[config.mk]
export PLATFORM = sky130hd
export DESIGN_NAME = pdcb_bank
export DESIGN_NICKNAME = d
export VERILOG_FILES = /design/src/design/pdcb_pkg.sv /design/src/design/pdcb_byte_reg.sv /design/src/design/pdcb_bank.sv
export SDC_FILE = /design/constraint.sdc
export NUM_CORES = 1
export LEC_CHECK = 0
export BUFFER_PORTS_ARGS = -buffer_cell sky130_fd_sc_hd__buf_2
export CORE_UTILIZATION = 50
export CTS_CLUSTER_SIZE = 28
export DETAILED_ROUTE_END_ITERATION = 16
export PLACE_DENSITY = 0.76
export SYNTH_ARGS = -nofsm -noshare
export SYNTH_HDL_FRONTEND = slang
export SYNTH_SLANG_ARGS = --single-unit
[constraint.sdc]
create_clock -name core_clk -period 2 [get_ports core_clk]
set_clock_uncertainty 0.05 [all_clocks]
set_input_delay 0.2 -clock core_clk [delete_from_list [all_inputs] [get_ports core_clk]]
set_output_delay 0.2 -clock core_clk [all_outputs]
set_load 0.01 [all_outputs]
[src/design/pdcb_pkg.sv]
// pdcb_pkg: register map, field layout and reset values of the divider configuration bank
// assumes byte-wide register access with 8-bit addresses
package pdcb_pkg;
    localparam logic [7:0] OUT2_LSDIV_HIGH_ADDR = 8'h22;
    localparam logic [7:0] OUT2_LSDIV_MID_ADDR = 8'h23;
    localparam logic [7:0] OUT2_LSDIV_LOW_ADDR = 8'h24;
    localparam logic [7:0] FEEDBACK_HS_AND_LS_HIGH_ADDR = 8'h28;
    localparam logic [7:0] FEEDBACK_LSDIV_MID_ADDR = 8'h29;
    localparam logic [7:0] FEEDBACK_LSDIV_LOW_ADDR = 8'h2a;
    localparam logic [7:0] IN1_PREDIV_HIGH_ADDR = 8'h2b;
    localparam logic [7:0] IN1_PREDIV_MID_ADDR = 8'h2c;
    localparam logic [7:0] IN1_PREDIV_LOW_ADDR = 8'h2d;
    localparam logic [7:0] IN2_PREDIV_HIGH_ADDR = 8'h2e;
    localparam logic [7:0] IN2_PREDIV_MID_ADDR = 8'h2f;
    localparam logic [7:0] IN2_PREDIV_LOW_ADDR = 8'h30;
    // writable bit masks; reserved bits are zero here
    localparam logic [7:0] NIBBLE_MASK = 8'h0f;
    localparam logic [7:0] HS_AND_NIBBLE_MASK = 8'hef;
    localparam logic [7:0] TRIPLE_MASK = 8'h07;
    localparam logic [7:0] BYTE_MASK = 8'hff;
    // field positions in the feedback high-speed register
    localparam int HS_CODE_LSB = 5;
    localparam logic [3:0] HS_RATIO_BASE = 4'h4;
    // reset values
    localparam logic [7:0] RST_ZERO = 8'h00;
    localparam logic [7:0] RST_OUT2_LOW = 8'h31;
    localparam logic [7:0] RST_FB_HIGH = 8'hc0;
    localparam logic [7:0] RST_FB_LOW = 8'hf9;
    localparam logic [7:0] RST_IN1_LOW = 8'h09;
    localparam int NUM_REGS = 12;
endpackage : pdcb_pkg

[src/design/pdcb_byte_reg.sv]
// pdcb_byte_reg: one byte-wide configuration register with a write mask
// assumes write strobe and address decode come from the bank
`timescale 1ns/100ps
`default_nettype none
module pdcb_byte_reg #(
    parameter logic [7:0] RESET_VAL = 8'h00,
    parameter logic [7:0] WR_MASK = 8'hff
) (
    input wire logic core_clk,
    input wire logic rst_n,
    input wire logic wr_en,
    input wire logic [7:0] wr_data,
    output logic [7:0] value
);
    logic [7:0] val_ff;
    logic [7:0] nxt_val;

    // masked bits keep zero so reserved positions never change
    assign nxt_val = wr_en ? (wr_data & WR_MASK) : val_ff;

    // synchronous reset to the register's documented default
    always_ff @(posedge core_clk)
    begin
        if (!rst_n)
            val_ff <= RESET_VAL & WR_MASK;
        else
            val_ff <= nxt_val;
    end

    assign value = val_ff;
endmodule : pdcb_byte_reg
`default_nettype wire

[src/design/pdcb_bank.sv]
// pdcb_bank: divider configuration bank for one pll channel
// assumes a byte-wide management port already decoded from the serial host link
// Summary of operation
// - feedback high-speed ratio equals code plus four
// - feedback low-speed ratio code plus one, even
// - input one prediv ratio equals code plus one
// - input two prediv same encoding, high bits low
// - feedback registers reset to c0, 00, f9
// - output two low byte resets to 31
// - input one prediv resets to ratio ten
// - output two bits 19:16 in low nibble
`timescale 1ns/100ps
`default_nettype none
module pdcb_bank (
    input wire logic core_clk,
    input wire logic rst_n,
    input wire logic reg_wr,
    input wire logic reg_rd,
    input wire logic [7:0] reg_addr,
    input wire logic [7:0] reg_wdata,
    output logic [7:0] reg_rdata,
    output logic reg_rvalid,
    output logic [19:0] out2_lowspeed_div,
    output logic [3:0] feedback_highspeed_div,
    output logic [19:0] feedback_lowspeed_div,
    output logic [18:0] in1_prediv,
    output logic [18:0] in2_prediv
);
    localparam int N = pdcb_pkg::NUM_REGS;
    localparam logic [7:0] ADDRS [N] = '{
        pdcb_pkg::OUT2_LSDIV_HIGH_ADDR, pdcb_pkg::OUT2_LSDIV_MID_ADDR,
        pdcb_pkg::OUT2_LSDIV_LOW_ADDR, pdcb_pkg::FEEDBACK_HS_AND_LS_HIGH_ADDR,
        pdcb_pkg::FEEDBACK_LSDIV_MID_ADDR, pdcb_pkg::FEEDBACK_LSDIV_LOW_ADDR,
        pdcb_pkg::IN1_PREDIV_HIGH_ADDR, pdcb_pkg::IN1_PREDIV_MID_ADDR,
        pdcb_pkg::IN1_PREDIV_LOW_ADDR, pdcb_pkg::IN2_PREDIV_HIGH_ADDR,
        pdcb_pkg::IN2_PREDIV_MID_ADDR, pdcb_pkg::IN2_PREDIV_LOW_ADDR};
    localparam logic [7:0] MASKS [N] = '{
        pdcb_pkg::NIBBLE_MASK, pdcb_pkg::BYTE_MASK, pdcb_pkg::BYTE_MASK,
        pdcb_pkg::HS_AND_NIBBLE_MASK, pdcb_pkg::BYTE_MASK, pdcb_pkg::BYTE_MASK,
        pdcb_pkg::TRIPLE_MASK, pdcb_pkg::BYTE_MASK, pdcb_pkg::BYTE_MASK,
        pdcb_pkg::TRIPLE_MASK, pdcb_pkg::BYTE_MASK, pdcb_pkg::BYTE_MASK};
    localparam logic [7:0] RSTS [N] = '{
        pdcb_pkg::RST_ZERO, pdcb_pkg::RST_ZERO, pdcb_pkg::RST_OUT2_LOW,
        pdcb_pkg::RST_FB_HIGH, pdcb_pkg::RST_ZERO, pdcb_pkg::RST_FB_LOW,
        pdcb_pkg::RST_ZERO, pdcb_pkg::RST_ZERO, pdcb_pkg::RST_IN1_LOW,
        pdcb_pkg::RST_ZERO, pdcb_pkg::RST_ZERO, pdcb_pkg::RST_ZERO};

    // slot of each register in the bank, in address order; the divider
    // assembly below names its bytes through these rather than bare numbers
    localparam int SLOT_OUT2_HIGH = 0;
    localparam int SLOT_OUT2_MID = 1;
    localparam int SLOT_OUT2_LOW = 2;
    localparam int SLOT_FB_HIGH = 3;
    localparam int SLOT_FB_MID = 4;
    localparam int SLOT_FB_LOW = 5;
    localparam int SLOT_IN1_HIGH = 6;
    localparam int SLOT_IN1_MID = 7;
    localparam int SLOT_IN1_LOW = 8;
    localparam int SLOT_IN2_HIGH = 9;
    localparam int SLOT_IN2_MID = 10;
    localparam int SLOT_IN2_LOW = 11;

    // output reset values follow the register defaults, so a divider
    // output and a read of its bytes agree from the first edge after reset
    localparam logic [19:0] OUT2_RST = {pdcb_pkg::RST_ZERO[3:0], pdcb_pkg::RST_ZERO,
        pdcb_pkg::RST_OUT2_LOW};
    localparam logic [19:0] FB_LS_RST = {pdcb_pkg::RST_FB_HIGH[3:0], pdcb_pkg::RST_ZERO,
        pdcb_pkg::RST_FB_LOW};
    localparam logic [18:0] IN1_RST = {pdcb_pkg::RST_ZERO[2:0], pdcb_pkg::RST_ZERO,
        pdcb_pkg::RST_IN1_LOW};
    localparam logic [18:0] IN2_RST = {pdcb_pkg::RST_ZERO[2:0], pdcb_pkg::RST_ZERO,
        pdcb_pkg::RST_ZERO};
    localparam logic [3:0] FB_HS_RST = {1'b0, pdcb_pkg::RST_FB_HIGH[7:pdcb_pkg::HS_CODE_LSB]}
        + pdcb_pkg::HS_RATIO_BASE;

    // bank state, read path and the next values of the registered outputs
    logic [7:0] regv [N];
    logic [N-1:0] hit;
    logic [7:0] rd_term [N];
    logic [7:0] rd_chain [N+1];
    logic [7:0] rd_mux;
    logic [7:0] rdata_ff;
    logic rvalid_ff;
    logic [19:0] out2_ff;
    logic [3:0] fbhs_ff;
    logic [19:0] fbls_ff;
    logic [18:0] in1_ff;
    logic [18:0] in2_ff;
    logic [3:0] nxt_fbhs;
    logic [2:0] fbhs_code;
    logic [19:0] nxt_out2;
    logic [19:0] nxt_fbls;
    logic [18:0] nxt_in1;
    logic [18:0] nxt_in2;
    logic [7:0] nxt_rdata;

    // one masked byte register per address; resets
    genvar g;
    generate
        for (g = 0; g < N; g++)
        begin : g_reg
            assign hit[g] = (reg_addr == ADDRS[g]);
            // a slot adds its byte to the read path only when addressed
            assign rd_term[g] = hit[g] ? regv[g] : 8'h00;
            assign rd_chain[g + 1] = rd_chain[g] | rd_term[g];
            pdcb_byte_reg #(
                .RESET_VAL(RSTS[g]),
                .WR_MASK(MASKS[g])
            ) u_reg (
                .core_clk(core_clk),
                .rst_n(rst_n),
                .wr_en(reg_wr & hit[g]),
                .wr_data(reg_wdata),
                .value(regv[g])
            );
        end
    endgenerate

    // read select as an or-chain: addresses are distinct, so at most one
    // slot contributes and an unmapped address falls through to zero;
    // reserved bits are already zero inside each slot
    assign rd_chain[0] = 8'h00;
    assign rd_mux = rd_chain[N];

    // a read answers zero outside its strobe so a stale byte never lingers
    assign nxt_rdata = reg_rd ? rd_mux : 8'h00;

    // each divider value is its bytes high to low; only the writable low
    // bits of a high byte take part, the reserved ones are zero anyway
    assign fbhs_code = regv[SLOT_FB_HIGH][7:pdcb_pkg::HS_CODE_LSB];
    assign nxt_out2 = {regv[SLOT_OUT2_HIGH][3:0], regv[SLOT_OUT2_MID],
        regv[SLOT_OUT2_LOW]};
    assign nxt_fbls = {regv[SLOT_FB_HIGH][3:0], regv[SLOT_FB_MID],
        regv[SLOT_FB_LOW]};
    assign nxt_in1 = {regv[SLOT_IN1_HIGH][2:0], regv[SLOT_IN1_MID],
        regv[SLOT_IN1_LOW]};
    assign nxt_in2 = {regv[SLOT_IN2_HIGH][2:0], regv[SLOT_IN2_MID],
        regv[SLOT_IN2_LOW]};

    // high-speed ratio is code plus four, so 000 gives 4 and 111 gives 11;
    // eleven still fits the four output bits
    assign nxt_fbhs = {1'b0, fbhs_code} + pdcb_pkg::HS_RATIO_BASE;

    // read data registered: answer one cycle after the read strobe
    always_ff @(posedge core_clk)
    begin
        if (!rst_n)
            rdata_ff <= 8'h00;
        else
            rdata_ff <= nxt_rdata;
    end

    // valid marks the one cycle in which the read data stands; the host
    // must take the byte then, nothing holds it longer
    always_ff @(posedge core_clk)
    begin
        if (!rst_n)
            rvalid_ff <= 1'b0;
        else
            rvalid_ff <= reg_rd;
    end

    // output two low-speed code passes through as written; the host keeps it
    // zero or odd, the bank does not police it
    always_ff @(posedge core_clk)
    begin
        if (!rst_n)
            out2_ff <= OUT2_RST;
        else
            out2_ff <= nxt_out2;
    end

    // feedback high-speed ratio, already decoded to its division value
    always_ff @(posedge core_clk)
    begin
        if (!rst_n)
            fbhs_ff <= FB_HS_RST;
        else
            fbhs_ff <= nxt_fbhs;
    end

    // feedback low-speed code; the datapath divides by code plus one, so
    // the host must write odd codes for the even ratios the loop can use.
    // an even code is passed on unchanged rather than rounded
    always_ff @(posedge core_clk)
    begin
        if (!rst_n)
            fbls_ff <= FB_LS_RST;
        else
            fbls_ff <= nxt_fbls;
    end

    // input one pre-divider code; code zero divides by one
    always_ff @(posedge core_clk)
    begin
        if (!rst_n)
            in1_ff <= IN1_RST;
        else
            in1_ff <= nxt_in1;
    end

    // input two pre-divider code, same encoding as input one; a change
    // takes effect byte by byte, so a multi-byte update passes through
    // intermediate ratios (limitation: no shadow register)
    always_ff @(posedge core_clk)
    begin
        if (!rst_n)
            in2_ff <= IN2_RST;
        else
            in2_ff <= nxt_in2;
    end

    // every output is the flip-flop itself, no logic after the register
    assign reg_rdata = rdata_ff;
    assign reg_rvalid = rvalid_ff;
    assign out2_lowspeed_div = out2_ff;
    assign feedback_highspeed_div = fbhs_ff;
    assign feedback_lowspeed_div = fbls_ff;
    assign in1_prediv = in1_ff;
    assign in2_prediv = in2_ff;
endmodule : pdcb_bank
`default_nettype wire

==> metrics.txt <==
# TYPE chip_impl_metric gauge
chip_impl_metric{name="switching_power",unit="mW"} 1.547
chip_impl_metric{name="first_global_vias",unit=""} 4617
chip_impl_metric{name="holdWs",unit="ns"} 0.1377
chip_impl_metric{name="post_cts_resized",unit=""} 0
chip_impl_metric{name="period_share",unit="%"} 76.02
chip_impl_metric{name="timing.final.setup_violations",unit=""} 0
chip_impl_metric{name="drt-initial-drc-count",unit=""} 341
chip_impl_metric{name="yosys.area_share.xor_xnor",unit="%"} 0
chip_impl_metric{name="leakage",unit="nW"} 3.410
chip_impl_metric{name="die_area",unit="um2"} 13300
chip_impl_metric{name="syn_avg_cell_area",unit="um2"} 10.22
chip_impl_metric{name="max-vdd-ir-drop",unit="mV"} 0.5790
chip_impl_metric{name="layout-area-overhead-vs-synth",unit="%"} 22.12
chip_impl_info{name="post-synth-top-area-cell",value="sky130_fd_sc_hd__dfxtp_1"} 1
chip_impl_info{name="path_class",value="in -> reg"} 1
chip_impl_metric{name="dp_hpwl",unit="um"} 12540
chip_impl_info{name="synth_top_family_by_area",value="simple AND/OR/NAND/NOR gates"} 1
chip_impl_metric{name="post_synthesis_sequential_area_ratio",unit="%"} 53.63
chip_impl_metric{name="proportion_of_netlist_area_held_by_the_largest_area_contributor",unit="%"} 53.63
chip_impl_metric{name="synth_area_in_simple_gates",unit="%"} 24.95
chip_impl_metric{name="drcViolationCount",unit=""} 0
chip_impl_metric{name="min_path_cells",unit=""} 3
chip_impl_metric{name="yosys_warnings",unit=""} 0
chip_impl_metric{name="antennaDiodeCount",unit=""} 0
chip_impl_info{name="hold_path_startpoint",value="reg_wdata[7]"} 1
chip_impl_metric{name="ys_seq_elements",unit=""} 172
chip_impl_metric{name="drive_gt1_share",unit="%"} 24.73
chip_impl_metric{name="slew_headroom",unit="%"} 63.39
chip_impl_metric{name="final_hold_viol_count",unit=""} 0
chip_impl_metric{name="power.share.sequential",unit="%"} 48.4
chip_impl_info{name="post_synth_main_area_contributors",value="sky130_fd_sc_hd__dfxtp_1 54%, sky130_fd_sc_hd__mux2i_1 9.8%, sky130_fd_sc_hd__and2_1 6.8%"} 1
chip_impl_metric{name="post-route-cell-area",unit="um2"} 7840
chip_impl_metric{name="wl",unit="um"} 17590
chip_impl_metric{name="power.density_cell_area",unit="nW/um2"} 905.2
chip_impl_metric{name="highest_clock_rate",unit="GHz"} 0.6578
chip_impl_metric{name="dieHeight",unit="um"} 115.3
chip_impl_info{name="hold_path_class",value="in -> reg"} 1
chip_impl_metric{name="preCtsSetupSlack",unit="ns"} 0.04987
chip_impl_info{name="critPathSlowestCell",value="sky130_fd_sc_hd__or4b_4"} 1
chip_impl_metric{name="floorplan.initialDensity",unit="%"} 51.08
chip_impl_metric{name="design.final.nets",unit=""} 759
chip_impl_metric{name="worst-endpoint-required",unit="ns"} 2.27
chip_impl_info{name="critPathLaunchType",value="primary input"} 1
chip_impl_metric{name="synthDistinctLibCells",unit=""} 49
chip_impl_metric{name="route.antenna.remaining_nets",unit=""} 0
chip_impl_info{name="cts.root.buffer_cell",value="sky130_fd_sc_hd__clkbuf_16"} 1
chip_impl_metric{name="asyncSetResetFlopFracSynth",unit="%"} 0
chip_impl_metric{name="globalplace.congestion",unit=""} 0.9203
chip_impl_metric{name="cts_setup_buffers",unit=""} 0
chip_impl_metric{name="wl_per_cell",unit="um"} 19.04
chip_impl_metric{name="track_usage",unit="%"} 28.09
chip_impl_info{name="rsz0062_at_grt",value="no"} 1
chip_impl_metric{name="yosys.area_share.adder",unit="%"} 0
chip_impl_metric{name="tns",unit="ns"} 0
chip_impl_info{name="tritoncts",value="built"} 1
chip_impl_metric{name="worstPathMaxFanout",unit=""} 10
chip_impl_info{name="status",value="finished clean"} 1
chip_impl_metric{name="clock_path_buffers",unit=""} 2
chip_impl_metric{name="rrSetupSlack",unit="ns"} 0.49
chip_impl_metric{name="worst_slew_pin_slew",unit="ns"} 0.5441
chip_impl_metric{name="synthesis.nets",unit=""} 648
chip_impl_metric{name="final_max_slew_viol_count",unit=""} 0
chip_impl_metric{name="cts_hold_buf",unit=""} 0
chip_impl_metric{name="io-pin-count",unit=""} 111
chip_impl_info{name="path_cells",value="buf_2 > or4b_4 > or3_1 > mux2i_1 > nor2b_1"} 1
chip_impl_metric{name="clock_tree.htree_level_count",unit=""} 4
chip_impl_info{name="critical_path.reg2reg.startpoint",value="g_reg[4].u_reg.value[2]"} 1
chip_impl_metric{name="number_of_synthesized_flops_with_an_enable_pin",unit=""} 0
chip_impl_metric{name="fp-row-count",unit=""} 41
chip_impl_metric{name="place_area",unit="um2"} 7221
chip_impl_metric{name="p_total",unit="mW"} 7.097
chip_impl_metric{name="cts_made_buffers",unit=""} 17
chip_impl_metric{name="floorplan.core_area",unit="um2"} 12570
chip_impl_metric{name="via_per_inst",unit=""} 5.276
chip_impl_metric{name="path_clk_slew",unit="ns"} 0.06
chip_impl_metric{name="post_synthesis_instance_area",unit="um2"} 6420
chip_impl_metric{name="synth-compound-area-share",unit="%"} 7.347
chip_impl_metric{name="port_buffers",unit=""} 110
chip_impl_metric{name="cellInternalPower",unit="mW"} 5.550
chip_impl_metric{name="clock_sinks",unit=""} 172
chip_impl_metric{name="synthCells",unit=""} 628
chip_impl_info{name="critical_path.top_delay_family",value="simple AND/OR/NAND/NOR gates"} 1
chip_impl_metric{name="reg2reg_depth",unit=""} 4
chip_impl_metric{name="insertion_delay",unit="ns"} 0.44
chip_impl_metric{name="die_width",unit="um"} 115.3
chip_impl_metric{name="grt_max_degree",unit=""} 66
chip_impl_metric{name="synthMuxAreaShare",unit="%"} 10.52
chip_impl_metric{name="critical_path_buf_inv_count",unit=""} 1
chip_impl_metric{name="grt_antenna_before_repair",unit=""} 0
chip_impl_metric{name="clockPowerShare",unit="%"} 47.8
chip_impl_metric{name="comb_power_share",unit="%"} 3.8
chip_impl_metric{name="wire_length_of_the_first_global_routing_pass",unit="um"} 26690
chip_impl_metric{name="layout_min_cycle_time",unit="ns"} 1.520
chip_impl_info{name="hold-path-endpoint",value="g_reg[7].u_reg.value[7]"} 1
chip_impl_metric{name="critPathMaxStageDelay",unit="ns"} 0.63
chip_impl_metric{name="post-route-worst-setup-slack",unit="ns"} 0.4797
chip_impl_info{name="ys.flop_type",value="sky130_fd_sc_hd__dfxtp_1"} 1
chip_impl_metric{name="detailedRoute.firstPassIterationCount",unit=""} 7
chip_impl_metric{name="maxCapViolations",unit=""} 0
chip_impl_info{name="regToRegEndpoint",value="reg_rdata[2]"} 1
chip_impl_metric{name="power.switching_fraction",unit="%"} 21.79
chip_impl_metric{name="grt.overflow.total",unit=""} 0
chip_impl_metric{name="via_count",unit=""} 4875
chip_impl_metric{name="worstPathArrival",unit="ns"} 1.80
chip_impl_info{name="crit_path_end_kind",value="register"} 1
chip_impl_info{name="critical_path.startpoint",value="reg_addr[7]"} 1
[routing by layer]
layer  GRT usage [%]  routed length, um  vias to the layer above
met4           12.29                477                        0
met3           5.851                907                       35
met5               0                  0                        -
met1           36.88               7926                     2311
met2           44.67               8279                      168
li1                -                  -                     2361
[metrics by stage]
stage	instances	util [%]
4_1_cts	924	62.38
3_3_place_gp	892	57.45
5_1_grt	924	62.38
6_report	924	62.38
2_1_floorplan	628	-
3_5_place_dp	892	57.45
[tightest hold or removal path, cell delays in order]
cell and delay (ns):
sky130_fd_sc_hd__buf_2 0.21, sky130_fd_sc_hd__nand2_1 0.09, sky130_fd_sc_hd__a21boi_0 0.07
[worst max path at each step]
stage	end	slack (ns)	depth (start not counted)
after global placement	g_reg[0].u_reg.value[2]	0.10	5
final	g_reg[0].u_reg.value[1]	0.48	5
after CTS	reg_rdata[1]	0.50	4
after floorplan	g_reg[0].u_reg.value[0]	0.17	7
after global routing	reg_rdata[1]	0.39	4
after detailed placement	g_reg[0].u_reg.value[1]	0.05	5
[power groups by stage]
stage	Combinational (mW)	Sequential (mW)	Clock (mW)
5_1_grt	0.284	3.43	3.59
3_5_place_dp	0.265	3.51	0
4_1_cts	0.266	3.43	3.43
2_1_floorplan	0.163	3.51	0
3_3_place_gp	0.261	3.51	0
6_report	0.270	3.43	3.39
[Yosys cell counts, types with 2 or more instances]
cell,instances
sky130_fd_sc_hd__nor4_1,5
sky130_fd_sc_hd__dfxtp_1,172
sky130_fd_sc_hd__a31oi_1,6
sky130_fd_sc_hd__a22o_1,6
sky130_fd_sc_hd__a32oi_1,4
sky130_fd_sc_hd__nand2b_1,16
sky130_fd_sc_hd__nand3_1,34
sky130_fd_sc_hd__mux2_2,4
sky130_fd_sc_hd__buf_6,2
sky130_fd_sc_hd__nor3_1,2
sky130_fd_sc_hd__a21boi_0,24
sky130_fd_sc_hd__and3_1,6
sky130_fd_sc_hd__nand4_1,2
sky130_fd_sc_hd__buf_2,8
sky130_fd_sc_hd__nor3b_1,2
sky130_fd_sc_hd__nor2_1,7
sky130_fd_sc_hd__nand2_1,61
sky130_fd_sc_hd__or3_1,2
sky130_fd_sc_hd__mux2i_1,63
sky130_fd_sc_hd__a22oi_1,4
sky130_fd_sc_hd__o2bb2ai_1,2
sky130_fd_sc_hd__a41oi_1,2
sky130_fd_sc_hd__or3b_2,2
sky130_fd_sc_hd__inv_1,6
sky130_fd_sc_hd__a221oi_1,4
sky130_fd_sc_hd__nor4b_1,3
sky130_fd_sc_hd__clkbuf_1,37
sky130_fd_sc_hd__o21ai_0,2
sky130_fd_sc_hd__nand3b_1,3
sky130_fd_sc_hd__nor2b_1,47
sky130_fd_sc_hd__a222oi_1,2
sky130_fd_sc_hd__and2_1,70
sky130_fd_sc_hd__nor3_4,2
[cells by family after synthesis]
family,Yosys count
and+or+nand+nor,274
AOI/OAI and AO/OA,61
muxes,67
DFF,172
buffers and inverters,54
[state kept, by name, summed over array words and instances (netlist names)]
register and count:
feedback_highspeed_div 4, feedback_lowspeed_div 20, g.u_reg.value 81, in1_prediv 19
in2_prediv 19, out2_lowspeed_div 20, reg_rdata 8, reg_rvalid 1
[cell type report]
cell class                      count  area, um2
Multi-Input combinational cell    402       2749
Sequential cell                   172       3443
Clock inverter                     13      166.4
Timing Repair Buffer              140      790.8
Fill cell                        1083       4728
Tap cell                          172      215.2
Clock buffer                       19      452.9
Inverter                            6      22.52
[cells in the final DEF (no fill, tap or decap), types with 17 or more instances in the layout]
cell / count
sky130_fd_sc_hd__clkbuf_16: 17
sky130_fd_sc_hd__nor2b_1: 47
sky130_fd_sc_hd__and2_1: 70
sky130_fd_sc_hd__dfxtp_1: 172
sky130_fd_sc_hd__a21boi_0: 24
sky130_fd_sc_hd__buf_4: 30
sky130_fd_sc_hd__buf_2: 109
sky130_fd_sc_hd__nand2_1: 61
sky130_fd_sc_hd__nand3_1: 34
sky130_fd_sc_hd__mux2i_1: 63
Power figures use the tool's default switching activity.
